**config.mk**
```make
export PLATFORM = sky130hd
export DESIGN_NAME = macst_err_stats
export DESIGN_NICKNAME = d
export VERILOG_FILES = /design/src/pkg/macst_pkg.sv /design/src/rtl/macst_err_stats.sv /design/src/rtl/macst_stat_counter.sv
export SDC_FILE = /design/constraint.sdc
export NUM_CORES = 1
export LEC_CHECK = 0
export ABC_AREA = 1
export BUFFER_PORTS_ARGS = -buffer_cell sky130_fd_sc_hd__buf_2
export CAP_MARGIN = 5
export CORE_MARGIN = 2
export CORE_UTILIZATION = 40
export DETAILED_ROUTE_END_ITERATION = 10
export SLEW_MARGIN = 5
export SYNTH_ARGS = -nofsm -noshare
export SYNTH_HDL_FRONTEND = slang
export SYNTH_HIERARCHICAL = 1
export SYNTH_SLANG_ARGS = --single-unit
```
**constraint.sdc**
```tcl
create_clock -name ref_clk_i -period 4.1 [get_ports ref_clk_i]
set_clock_uncertainty 0.15 [all_clocks]
set_input_delay 0.615 -clock ref_clk_i [delete_from_list [all_inputs] [get_ports ref_clk_i]]
set_output_delay 0.615 -clock ref_clk_i [all_outputs]
set_load 0.02 [all_outputs]
```
**src/pkg/macst_pkg.sv**
```systemverilog
// shared constants and event carriers for the mac error statistics counters
package macst_pkg;

  // register byte offsets inside the io / memory windows
  localparam logic [7:0] MACST_OFF_LEN_MISMATCH = 8'hCA;
  localparam logic [7:0] MACST_OFF_TX_OK        = 8'hDC;
  localparam logic [7:0] MACST_OFF_OVERSIZE     = 8'hEC;
  localparam logic [7:0] MACST_OFF_LATE_COL     = 8'hF0;

  // counter widths
  localparam int unsigned MACST_W_WIDE   = 32;
  localparam int unsigned MACST_W_NARROW = 16;

  // reset values
  localparam logic [31:0] MACST_RST_WIDE   = 32'h00000000;
  localparam logic [15:0] MACST_RST_NARROW = 16'h0000;

  // thresholds that raise the statistics-update flag
  localparam logic [31:0] MACST_THR_WIDE   = 32'hC0000000;
  localparam logic [15:0] MACST_THR_NARROW = 16'hC000;

  // bit positions inside the statistics mask
  localparam int unsigned MACST_MSK_TX_OK        = 0;
  localparam int unsigned MACST_MSK_OVERSIZE     = 1;
  localparam int unsigned MACST_MSK_LEN_MISMATCH = 2;
  localparam int unsigned MACST_MSK_LATE_COL     = 3;
  localparam int unsigned MACST_MSK_W            = 16;

  // frame size limits in octets
  localparam logic [15:0] MACST_MIN_UNPADDED = 16'h002E;
  localparam logic [15:0] MACST_MAX_CLIENT   = 16'h05DC;
  localparam logic [15:0] MACST_SLOT_OCTETS  = 16'h0040;

  // transmit side events from the mac
  typedef struct packed {
    logic        frame_ok;   // pulse: a frame finished transmitting successfully
    logic        collision;  // pulse: a collision was seen
    logic [15:0] octet_pos;  // octets sent in the current frame at the collision
  } macst_tx_evt_t;

  // receive side events from the mac
  typedef struct packed {
    logic        frame_done;  // pulse: a received frame ended
    logic [15:0] frame_len;   // total frame length in octets
    logic [15:0] type_len;    // length/type field value
    logic [15:0] data_octets; // client data octets actually received
  } macst_rx_evt_t;

endpackage

```
**src/rtl/macst_err_stats.sv**
```systemverilog
// transmit ok, oversize, length mismatch and late collision statistics counters
`timescale 1ns/1ps

module macst_err_stats
  import macst_pkg::*;
#(
  parameter logic [15:0] MIN_UNPADDED = MACST_MIN_UNPADDED,
  parameter logic [15:0] MAX_CLIENT   = MACST_MAX_CLIENT,
  parameter logic [15:0] SLOT_OCTETS  = MACST_SLOT_OCTETS
) (
  input  logic                  ref_clk_i,
  input  logic                  srst_i,
  input  logic                  stats_global_on_i,
  input  logic [MACST_MSK_W-1:0] stats_mask_reg_i,
  input  logic [15:0]           max_frame_length_reg_i,
  input  macst_tx_evt_t         tx_evt_i,
  input  macst_rx_evt_t         rx_evt_i,
  input  logic [7:0]            reg_addr_i,
  input  logic                  reg_wr_i,
  input  logic [31:0]           reg_wdata_i,
  input  logic                  reg_rd_i,
  output logic [31:0]           reg_rdata_o,
  output logic                  reg_rvalid_o,
  input  logic                  stats_flag_clr_i,
  output logic                  stats_threshold_flag_o
);

  // refuse limits that make the in-range window empty or the slot size zero
  if (MIN_UNPADDED > MAX_CLIENT || SLOT_OCTETS == 16'h0000) begin : g_bad_limits
    $error("macst_err_stats: MIN_UNPADDED above MAX_CLIENT or zero slot");
  end

  logic        on_tx_ok;
  logic        on_oversize;
  logic        on_mismatch;
  logic        on_late;
  logic        evt_oversize;
  logic        evt_in_range;
  logic        evt_short;
  logic        evt_late;
  logic        inc_tx_ok;
  logic        inc_oversize;
  logic        inc_mismatch;
  logic        inc_late;
  logic        wr_tx_ok;
  logic        wr_oversize;
  logic        wr_mismatch;
  logic        wr_late;
  logic [31:0] cnt_tx_ok;
  logic [15:0] cnt_oversize;
  logic [15:0] cnt_mismatch;
  logic [31:0] cnt_late;
  logic        hit_tx_ok;
  logic        hit_oversize;
  logic        hit_mismatch;
  logic        hit_late;
  logic        any_hit;

  // per-counter enables from the global switch and the mask
  assign on_tx_ok    = stats_global_on_i & ~stats_mask_reg_i[MACST_MSK_TX_OK];
  assign on_oversize = stats_global_on_i & ~stats_mask_reg_i[MACST_MSK_OVERSIZE];
  assign on_mismatch = stats_global_on_i & ~stats_mask_reg_i[MACST_MSK_LEN_MISMATCH];
  assign on_late     = stats_global_on_i & ~stats_mask_reg_i[MACST_MSK_LATE_COL];

  // frame event classification
  assign evt_oversize = rx_evt_i.frame_done
                      & (rx_evt_i.frame_len > max_frame_length_reg_i);
  assign evt_in_range = (rx_evt_i.type_len >= MIN_UNPADDED)
                      & (rx_evt_i.type_len <= MAX_CLIENT)
                      & (rx_evt_i.type_len != rx_evt_i.data_octets);
  assign evt_short    = (rx_evt_i.type_len < MIN_UNPADDED)
                      & (rx_evt_i.data_octets > MIN_UNPADDED);
  assign evt_late     = tx_evt_i.collision & (tx_evt_i.octet_pos > SLOT_OCTETS);

  // qualified increments
  assign inc_tx_ok    = tx_evt_i.frame_ok & on_tx_ok;
  assign inc_oversize = evt_oversize & on_oversize;
  assign inc_mismatch = rx_evt_i.frame_done & (evt_in_range | evt_short) & on_mismatch;
  assign inc_late     = evt_late & on_late;

  // software write decode at the window offsets
  assign wr_tx_ok    = reg_wr_i & (reg_addr_i == MACST_OFF_TX_OK);
  assign wr_oversize = reg_wr_i & (reg_addr_i == MACST_OFF_OVERSIZE);
  assign wr_mismatch = reg_wr_i & (reg_addr_i == MACST_OFF_LEN_MISMATCH);
  assign wr_late     = reg_wr_i & (reg_addr_i == MACST_OFF_LATE_COL);

  // transmit ok counter, wraps at 32 bits
  macst_stat_counter #(
    .WIDTH  (MACST_W_WIDE),
    .RSTVAL (MACST_RST_WIDE),
    .THRESH (MACST_THR_WIDE)
  ) u_tx_ok (
    .ref_clk_i    (ref_clk_i),
    .srst_i       (srst_i),
    .inc_i        (inc_tx_ok),
    .wr_i         (wr_tx_ok),
    .wr_data_i    (reg_wdata_i),
    .count_o      (cnt_tx_ok),
    .thresh_hit_o (hit_tx_ok)
  );

  // oversize counter, wraps at 16 bits
  macst_stat_counter #(
    .WIDTH  (MACST_W_NARROW),
    .RSTVAL (MACST_RST_NARROW),
    .THRESH (MACST_THR_NARROW)
  ) u_oversize (
    .ref_clk_i    (ref_clk_i),
    .srst_i       (srst_i),
    .inc_i        (inc_oversize),
    .wr_i         (wr_oversize),
    .wr_data_i    (reg_wdata_i[15:0]),
    .count_o      (cnt_oversize),
    .thresh_hit_o (hit_oversize)
  );

  // length mismatch counter, wraps at 16 bits, resets to zero
  macst_stat_counter #(
    .WIDTH  (MACST_W_NARROW),
    .RSTVAL (MACST_RST_NARROW),
    .THRESH (MACST_THR_NARROW)
  ) u_mismatch (
    .ref_clk_i    (ref_clk_i),
    .srst_i       (srst_i),
    .inc_i        (inc_mismatch),
    .wr_i         (wr_mismatch),
    .wr_data_i    (reg_wdata_i[15:0]),
    .count_o      (cnt_mismatch),
    .thresh_hit_o (hit_mismatch)
  );

  // late collision counter, wraps at 32 bits
  macst_stat_counter #(
    .WIDTH  (MACST_W_WIDE),
    .RSTVAL (MACST_RST_WIDE),
    .THRESH (MACST_THR_WIDE)
  ) u_late (
    .ref_clk_i    (ref_clk_i),
    .srst_i       (srst_i),
    .inc_i        (inc_late),
    .wr_i         (wr_late),
    .wr_data_i    (reg_wdata_i),
    .count_o      (cnt_late),
    .thresh_hit_o (hit_late)
  );

  // shared sticky statistics-update flag; a new hit beats a clear
  logic flag_ff;
  logic nxt_flag;

  assign any_hit = hit_tx_ok | hit_oversize | hit_mismatch | hit_late;

  always_comb begin
    nxt_flag = flag_ff;
    if (any_hit) begin
      nxt_flag = 1'b1;
    end else if (stats_flag_clr_i) begin
      nxt_flag = 1'b0;
    end
  end

  always_ff @(posedge ref_clk_i) begin
    if (srst_i) begin
      flag_ff <= 1'b0;
    end else begin
      flag_ff <= nxt_flag;
    end
  end

  assign stats_threshold_flag_o = flag_ff;

  // registered read port, unmapped offsets read as zero
  logic [31:0] rdata_ff;
  logic [31:0] nxt_rdata;
  logic        rvalid_ff;
  logic        nxt_rvalid;

  always_comb begin
    nxt_rdata  = rdata_ff;
    nxt_rvalid = reg_rd_i;
    if (reg_rd_i) begin
      case (reg_addr_i)
        MACST_OFF_TX_OK:        nxt_rdata = cnt_tx_ok;
        MACST_OFF_OVERSIZE:     nxt_rdata = {16'h0000, cnt_oversize};
        MACST_OFF_LEN_MISMATCH: nxt_rdata = {16'h0000, cnt_mismatch};
        MACST_OFF_LATE_COL:     nxt_rdata = cnt_late;
        default:                nxt_rdata = 32'h00000000;
      endcase
    end
  end

  always_ff @(posedge ref_clk_i) begin
    if (srst_i) begin
      rdata_ff  <= 32'h00000000;
      rvalid_ff <= 1'b0;
    end else begin
      rdata_ff  <= nxt_rdata;
      rvalid_ff <= nxt_rvalid;
    end
  end

  assign reg_rdata_o  = rdata_ff;
  assign reg_rvalid_o = rvalid_ff;

  // checks on counting, wrapping, gating, flag and software access
  a_txok_count_inc: assert property (@(posedge ref_clk_i) disable iff (srst_i)
    tx_evt_i.frame_ok && on_tx_ok && !wr_tx_ok |=> cnt_tx_ok == $past(cnt_tx_ok) + 32'h1)
    else $error("transmit ok count did not step by one");

  a_txok_wrap_zero: assert property (@(posedge ref_clk_i) disable iff (srst_i)
    inc_tx_ok && !wr_tx_ok && cnt_tx_ok == 32'hFFFFFFFF |=> cnt_tx_ok == 32'h00000000)
    else $error("transmit ok count did not wrap to zero");

  a_txok_flag_set: assert property (@(posedge ref_clk_i) disable iff (srst_i)
    inc_tx_ok && !wr_tx_ok && cnt_tx_ok == 32'hBFFFFFFF |=> flag_ff && cnt_tx_ok == 32'hC0000000)
    else $error("transmit ok threshold did not raise the flag");

  a_global_off_hold: assert property (@(posedge ref_clk_i) disable iff (srst_i)
    !stats_global_on_i && !reg_wr_i |=> $stable(cnt_tx_ok) && $stable(cnt_oversize)
      && $stable(cnt_mismatch) && $stable(cnt_late))
    else $error("a counter moved while statistics were off");

  a_oversize_count: assert property (@(posedge ref_clk_i) disable iff (srst_i)
    rx_evt_i.frame_done && rx_evt_i.frame_len > max_frame_length_reg_i && on_oversize
      && !wr_oversize |=> cnt_oversize == $past(cnt_oversize) + 16'h1)
    else $error("oversize frame not counted");

  a_oversize_wrap: assert property (@(posedge ref_clk_i) disable iff (srst_i)
    inc_oversize && !wr_oversize && cnt_oversize == 16'hFFFF |=> cnt_oversize == 16'h0000)
    else $error("oversize count did not wrap to zero");

  a_oversize_flag: assert property (@(posedge ref_clk_i) disable iff (srst_i)
    inc_oversize && !wr_oversize && cnt_oversize == 16'hBFFF |=> flag_ff)
    else $error("oversize threshold did not raise the flag");

  a_oversize_masked: assert property (@(posedge ref_clk_i) disable iff (srst_i)
    stats_mask_reg_i[MACST_MSK_OVERSIZE] && !wr_oversize |=> $stable(cnt_oversize))
    else $error("masked oversize count moved");

  a_mismatch_range: assert property (@(posedge ref_clk_i) disable iff (srst_i)
    rx_evt_i.frame_done && on_mismatch && !wr_mismatch
      && rx_evt_i.type_len >= MIN_UNPADDED && rx_evt_i.type_len <= MAX_CLIENT
      && rx_evt_i.type_len != rx_evt_i.data_octets
      |=> cnt_mismatch == $past(cnt_mismatch) + 16'h1)
    else $error("in-range length mismatch not counted");

  a_mismatch_short: assert property (@(posedge ref_clk_i) disable iff (srst_i)
    rx_evt_i.frame_done && on_mismatch && !wr_mismatch
      && rx_evt_i.type_len < MIN_UNPADDED && rx_evt_i.data_octets > MIN_UNPADDED
      |=> cnt_mismatch == $past(cnt_mismatch) + 16'h1)
    else $error("short length field mismatch not counted");

  a_mismatch_wrap: assert property (@(posedge ref_clk_i)
    (srst_i |=> cnt_mismatch == 16'h0000) and
    (inc_mismatch && !wr_mismatch && !srst_i && cnt_mismatch == 16'hFFFF
      |=> srst_i || cnt_mismatch == 16'h0000))
    else $error("mismatch count reset or wrap wrong");

  a_mismatch_flag: assert property (@(posedge ref_clk_i) disable iff (srst_i)
    inc_mismatch && !wr_mismatch && cnt_mismatch == 16'hBFFF |=> flag_ff)
    else $error("mismatch threshold did not raise the flag");

  a_mismatch_masked: assert property (@(posedge ref_clk_i) disable iff (srst_i)
    stats_mask_reg_i[MACST_MSK_LEN_MISMATCH] && !wr_mismatch |=> $stable(cnt_mismatch))
    else $error("masked mismatch count moved");

  a_late_count: assert property (@(posedge ref_clk_i) disable iff (srst_i)
    tx_evt_i.collision && on_late && !wr_late
      |=> cnt_late == $past(cnt_late) + {31'h0, $past(tx_evt_i.octet_pos) > SLOT_OCTETS})
    else $error("late collision count wrong");

  a_late_wrap: assert property (@(posedge ref_clk_i) disable iff (srst_i)
    inc_late && !wr_late && cnt_late == 32'hFFFFFFFF |=> cnt_late == 32'h00000000)
    else $error("late collision count did not wrap");

  a_late_flag: assert property (@(posedge ref_clk_i) disable iff (srst_i)
    inc_late && !wr_late && cnt_late == 32'hBFFFFFFF |=> flag_ff)
    else $error("late collision threshold did not raise the flag");

  a_late_masked: assert property (@(posedge ref_clk_i) disable iff (srst_i)
    stats_mask_reg_i[MACST_MSK_LATE_COL] && !wr_late |=> $stable(cnt_late))
    else $error("masked late collision count moved");

  a_flag_sticky: assert property (@(posedge ref_clk_i) disable iff (srst_i)
    flag_ff && !stats_flag_clr_i |=> flag_ff)
    else $error("statistics flag dropped without a clear");

  a_flag_clear: assert property (@(posedge ref_clk_i) disable iff (srst_i)
    stats_flag_clr_i && !any_hit |=> !flag_ff)
    else $error("statistics flag not cleared");

  // the read samples the count before any increment taken in the read cycle
  a_write_replace: assert property (@(posedge ref_clk_i) disable iff (srst_i)
    wr_tx_ok ##1 (reg_rd_i && reg_addr_i == MACST_OFF_TX_OK && !reg_wr_i)
      |=> reg_rvalid_o
        && reg_rdata_o == $past(reg_wdata_i, 2))
    else $error("written count not returned on read");

endmodule

```
**src/rtl/macst_stat_counter.sv**
```systemverilog
// one wrapping statistics counter with software load and threshold detect
`timescale 1ns/1ps

module macst_stat_counter #(
  parameter int unsigned        WIDTH  = 16,
  parameter logic [WIDTH-1:0]   RSTVAL = '0,
  parameter logic [WIDTH-1:0]   THRESH = '1
) (
  input  logic             ref_clk_i,
  input  logic             srst_i,
  input  logic             inc_i,
  input  logic             wr_i,
  input  logic [WIDTH-1:0] wr_data_i,
  output logic [WIDTH-1:0] count_o,
  output logic             thresh_hit_o
);

  // refuse widths the counter cannot serve
  if (WIDTH < 2 || WIDTH > 32) begin : g_bad_width
    $error("macst_stat_counter: WIDTH must lie in 2..32");
  end

  logic [WIDTH-1:0] count_ff;
  logic [WIDTH-1:0] nxt_count;

  // software write replaces the count, else count up with natural wrap
  always_comb begin
    nxt_count = count_ff;
    if (wr_i) begin
      nxt_count = wr_data_i;
    end else if (inc_i) begin
      nxt_count = count_ff + {{(WIDTH-1){1'b0}}, 1'b1};
    end
  end

  always_ff @(posedge ref_clk_i) begin
    if (srst_i) begin
      count_ff <= RSTVAL;
    end else begin
      count_ff <= nxt_count;
    end
  end

  // threshold is reached by counting, not by a software load
  assign thresh_hit_o = inc_i & ~wr_i & (nxt_count == THRESH);
  assign count_o      = count_ff;

endmodule

```
; After elaboration in Yosys (flattened, before gate mapping)
; Index checks and enable logic that the tools add are counted.
[word_totals]
out_inout_bits = 34
mem_count = 0
mem_bits_rw = 0
latch_bits = 0
rom_bits = 0
wordCells = 76
register_bits = 130
[op_classes]
magnitude_cmp = 6
eq_ne = 9
n_addsub = 4
bitwise = 38
shift = 0
n_reduce_logical = 1
n_mul = 0
muxes = 11
div = 0
[ops]
columns = op, count
row1 = $mux W32, 4
row2 = $pmux W32 S4, 1
row3 = $add A32 B1 Y32 const B, 2
row4 = $eq A32 B32 Y1 const B, 2
row5 = $mux W16, 4
row6 = $add A16 B1 Y16 const B, 2
row7 = $eq A16 B16 Y1 const B, 2
row8 = $eq A8 B8 Y1 const B, 4
row9 = $and A1 B1 Y1, 26
row10 = $ge A16 B6 Y1 const B, 1
row11 = $gt A16 B16 Y1, 1
row12 = $gt A16 B6 Y1 const B, 1
row13 = $gt A16 B7 Y1 const B, 1
row14 = $le A16 B11 Y1 const B, 1
row15 = $lt A16 B6 Y1 const B, 1
row16 = $ne A16 B16 Y1, 1
row17 = $not A1 Y1, 8
row18 = $or A1 B1 Y1, 4
row19 = $mux W1, 2
row20 = $reduce_bool A2 Y1, 1

; Longest topological paths before layout
[logic_depth]
depth_word = 13
depth_mapped = 26

; Cells and area by module
; Netlist, hierarchy kept.
[modules_own_cells]
columns = module, area_each_um2, cells_per_inst, instances
row1 = macst_stat_counter at u_late ..., 2418.6, 401, 2
row2 = macst_err_stats, 3159.3, 550, 1
row3 = macst_stat_counter at u_mismatch ..., 1106.1, 188, 2

; Worst setup path before layout
; OpenSTA, ideal clock, no wires.
[synth_path]
path_type = input to register
startpoint = input max_frame_length_reg_i[15]
endpoint = register flag_ff, in the netlist stats_threshold_flag_o
arrival_ps = 2904
n_path_buf = 0
slack_ps = 938
required_time_ps = 3841
path_stages = 23
path_cell_list = inv_1 ha_1 nand2_1 nor2_1 nand2_1 nor3_1 nand2_1 nand3_1 nand3_1 inv_1 nand2_2 nor2_4 nand2_2 o21ai_0 nand3_1 o21ai_1 nor2_1 nand2_1 nor2_1 nor4_1 o21ai_0 nand2_1 inv_1
[synth_via]
elab_chain_len = 11
[synth_rtl]
columns = element, line
row1 = from (decl), macst_err_stats.sv:15  ; input logic [15:0] max_frame_length_reg_i,
row2 = $gt A16 B16 Y1 (*), macst_err_stats.sv:67  ; & (rx_evt_i.frame_len > max_frame_length_reg_i);
row3 = $and A1 B1 Y1 (*), macst_err_stats.sv:67
row4 = $and A1 B1 Y1 (*), macst_err_stats.sv:77  ; assign inc_oversize = evt_oversize & on_oversize;
row5 = net inc_oversize, macst_err_stats.sv:42  ; logic inc_oversize;
row6 = $mux W16, macst_stat_counter.sv:31  ; end else if (inc_i) begin
row7 = $mux W16, macst_stat_counter.sv:29  ; if (wr_i) begin
row8 = $eq A16 B16 Y1, macst_stat_counter.sv:45  ; assign thresh_hit_o = inc_i & ~wr_i & (nxt_count == THRESH);
row9 = $and A1 B1 Y1 (*), macst_stat_counter.sv:45
row10 = net hit_oversize, macst_err_stats.sv:54  ; logic hit_oversize;
row11 = $or A1 B1 Y1 (*) (3 in series), macst_err_stats.sv:151  ; assign any_hit = hit_tx_ok | hit_oversize | hit_mismatch | hit_late;
row12 = $mux W1 / $reduce_bool A2 Y1 (equally long branches), n/a
row13 = to (signal assigned), macst_err_stats.sv:166  ; flag_ff <= nxt_flag;
row14 = to (decl), macst_err_stats.sv:148  ; logic flag_ff;
; Mark *: on every way through the listed nets, which the timed path passes. The rest lies on a longest branch.
; A chain may end at the register's enable or synchronous reset.

; Worst setup path after layout
; Same ends and word-level chain as after synthesis.

==> results.toml <==
[final_layout]
antenna_cells_inserted = 0
layout-drive-gt1-share = 0.188
final_net_count = 2042
syn2layout_area_growth_pct = 16.1
fillCellCount = 2763
multi_input_logic_area_um2 = 6480
seqCellArea_um2 = 2600

[power]
vdd_drop_max_mv = 0.227
power.leakage_nw = 5.84
post-layout-total-power_mw = 3.09
p_per_area_nw_per_um2 = 261

[logic_synthesis]
yosysSeqAreaShare = 0.255
portion_of_synthesized_cell_area_occupied_by_the_leading_cell_type = 0.255
postSynth.asyncResetShare = 0
synth.avg_cell_area_um2 = 5.91
post-synth-top-count-cell = "nand2_1"
synth_xor_xnor_area_share = 0.0154
synth_top_cell_by_area = "dfxtp_1"
synth_top_cells_by_count = "nand2_1, nand3_1, nor2_1, inv_1, dfxtp_1"
syn-num-nets = 1893
yosys_register_bits = 130
synth-compound-area-share = 0.0876
synthAdderAreaFrac = 0.0245
syn_area_um2 = 10200
synth_enable_flop_cells = 0
synth_top_cells_by_area = "dfxtp_1, nand2_1, nand3_1, nor2_1, inv_1"
synth.yosys.warnings = 6
synth.mux.area_fraction = 0
dominantRegCellSynth = "dfxtp_1"
yosys.area_share.simple = 0.508
yosys.cell_types.count = 40
combinational_family_with_the_most_area_after_synthesis = "simple AND/OR/NAND/NOR gates"
synth_cells = 1728

[clock_tree]
clock_latency_ps = 430
clock_path_buffers = 2
tritoncts = "yes"
ctsHtreeMaxLevel = 4
cts.hold.buffers_added = 0
tritoncts.num_buffers = 17
clock-sinks = 130
root_driver = "clkbuf_16"
postCtsSetupRepairBufs = 0
post_cts_resized = 0
clkSlewWorstSetupHoldPaths_ps = 60

[worst_setup_path]
timing_worst_setup_path_type = "in -> reg"
crit_path_end_kind = "register"
critical_path_arrival_ps = 3640
r2r_setup_slack_ps = 1250
critical_path_required_ps = 4270
path_max_fanout = 6
worstSetupStartpointType = "primary input"

[run_status]
status = "finished clean"

[die]
ios = 179
die-height_um = 164
num_rows = 58
die_area_um2 = 26800
start_util = 0.407
fp.coreArea_um2 = 25100
die-width_um = 164

[timing]
timing.final.crit_share = 0.847
max_clock_freq_mhz = 288
report.final.hold_viol_count = 0
setup-tns-final_ps = 0
timing.slew.headroom = 0.339
layout_min_cycle_time_ps = 3470
timing.final.setup_violations = 0
tightest_slew_ps = 990
rsz0062_at_grt = "no"
slew_viol_final = 0

[routing]
routed_wl_um = 33600
routed_via_density = 5.07
drc = 0
wl_per_cell_um = 15.2
antenna_left = 0
dr.first_iter.drc_count = 1050
vias = 11300
drt_first_pass_iters = 7

[placement]
port_buffers = 166
hpwlAfterDp_um = 25800
routabilityCongestion = 0.906

[grt]
grtUsageMet2 = 0.403
grt_remaining_overflow = 0
globalRouteTotalUtil = 0.252
maximum_number_of_pins_on_one_net_before_global_route_repair = 80
globalRoute.busiestLayer = "met2"
grtUsageMet1 = 0.344
use_met3 = 0.0457
grt_first_pass_wirelength_um = 52400
grt_antenna_before_repair = 0
via_count_of_the_first_global_routing_pass = 10100

[hold_path]
hold_path.class = "reg -> reg"

[job]
drv_cap = 0
==> layer usage <==
layer | part of all wire | wire [um]
met2 | 0.44 | 14900
met5 | 0 | 0
met1 | 0.46 | 15500
met3 | 0.072 | 2440
met4 | 0.024 | 799
==> path summary, 6_finish.rpt <==
path,cells after the start,from,end
worst max-delay path,24,max_frame_length_reg_i[15],stats_threshold_flag_o
worst min-delay path,2,reg_rdata_o[20],reg_rdata_o[20]
worst max register to register,17,u_late/count_o[0],stats_threshold_flag_o
worst min register to register,2,reg_rdata_o[20],reg_rdata_o[20]
==> layout make-up <==
class,instances,share of cell area
Clock buffer,22,0.0392
Clock inverter,10,0.0112
Inverter,208,0.0659
Multi-Input combinational cell,1335,0.547
Sequential cell,130,0.220
Tap cell,330,0.0348
Timing Repair Buffer,185,0.0823
==> logic make-up after synthesis <==
family / count (synthesis)
simple gates: 1135
buf+inv: 263
compound gates: 162
flops: 130
fa+ha+maj: 20
xor+xnor: 18
==> registers in the layout, indices dropped and copies added (netlist names) <==
| register | flops |
|---|---|
| u_mismatch/count_o | 16 |
| u_oversize/count_o | 16 |
| u_late/count_o | 32 |
| reg_rvalid_o | 1 |
| reg_rdata_o | 32 |
| stats_threshold_flag_o | 1 |
| u_tx_ok/count_o | 32 |
==> worst max-delay path, stage by stage <==
cell     delay, ps
buf_2           80
inv_1           30
ha_1           290
nand2_1         70
nor2_1         260
nand2_1         90
nor3_1         200
nand2_1         80
nand3_1         80
nand3_1         60
inv_1          180
nand2_2        110
nor2_4         160
nand2_2        110
o21ai_0        180
nand3_1         80
o21ai_1        130
nor2_1          70
nand2_1         60
nor2_1          60
nor4_1         390
o21ai_0        150
nand2_1         80
inv_1           30
==> per-stage QoR <==
stage	utilization	setup slack [ps]	area [um2]	instances	hold slack, ps
6_report	0.472	627	11900	2220	308
3_3_place_gp	0.448	313	11300	2188	302
4_1_cts	0.472	666	11900	2220	302
5_1_grt	0.472	192	11900	2220	324
2_1_floorplan	-	938	10200	1728	371
3_5_place_dp	0.448	229	11300	2188	303
==> cell usage in the layout, fill, tap and decap left out, types with 4 or more instances in the layout <==
cell       netlist  layout
inv_2           11      11
xnor2_1          6       6
o21ai_0         29      29
nand2_4          4       4
nand3_2         14      14
nor2_4          23      23
nor3_2           4       4
clkbuf_16        0      17
nand2_2         28      28
o21ai_2          6       6
nand3b_1         5       5
clkinv_2         0       5
buf_2           13     165
nor2_2          21      21
nand3_1        214     214
ha_1            20      20
nand2_1        540     540
inv_1          197     197
o21bai_1        14      14
o21ai_1         31      31
nor3_1          20      20
nor2_1         209     209
or2_2           25      25
xor2_1          12      12
nand4_1         17      17
dfxtp_1        130     130
a21oi_1         76      76
buf_4            6      20
==> where the power goes <==
part	switching, mW	internal, mW	leakage [nW]
Sequential	0.00631	1.27	1.05
Clock	0.570	0.984	0.298
Combinational	0.173	0.0926	4.50
(Power assumes the default switching activity.)
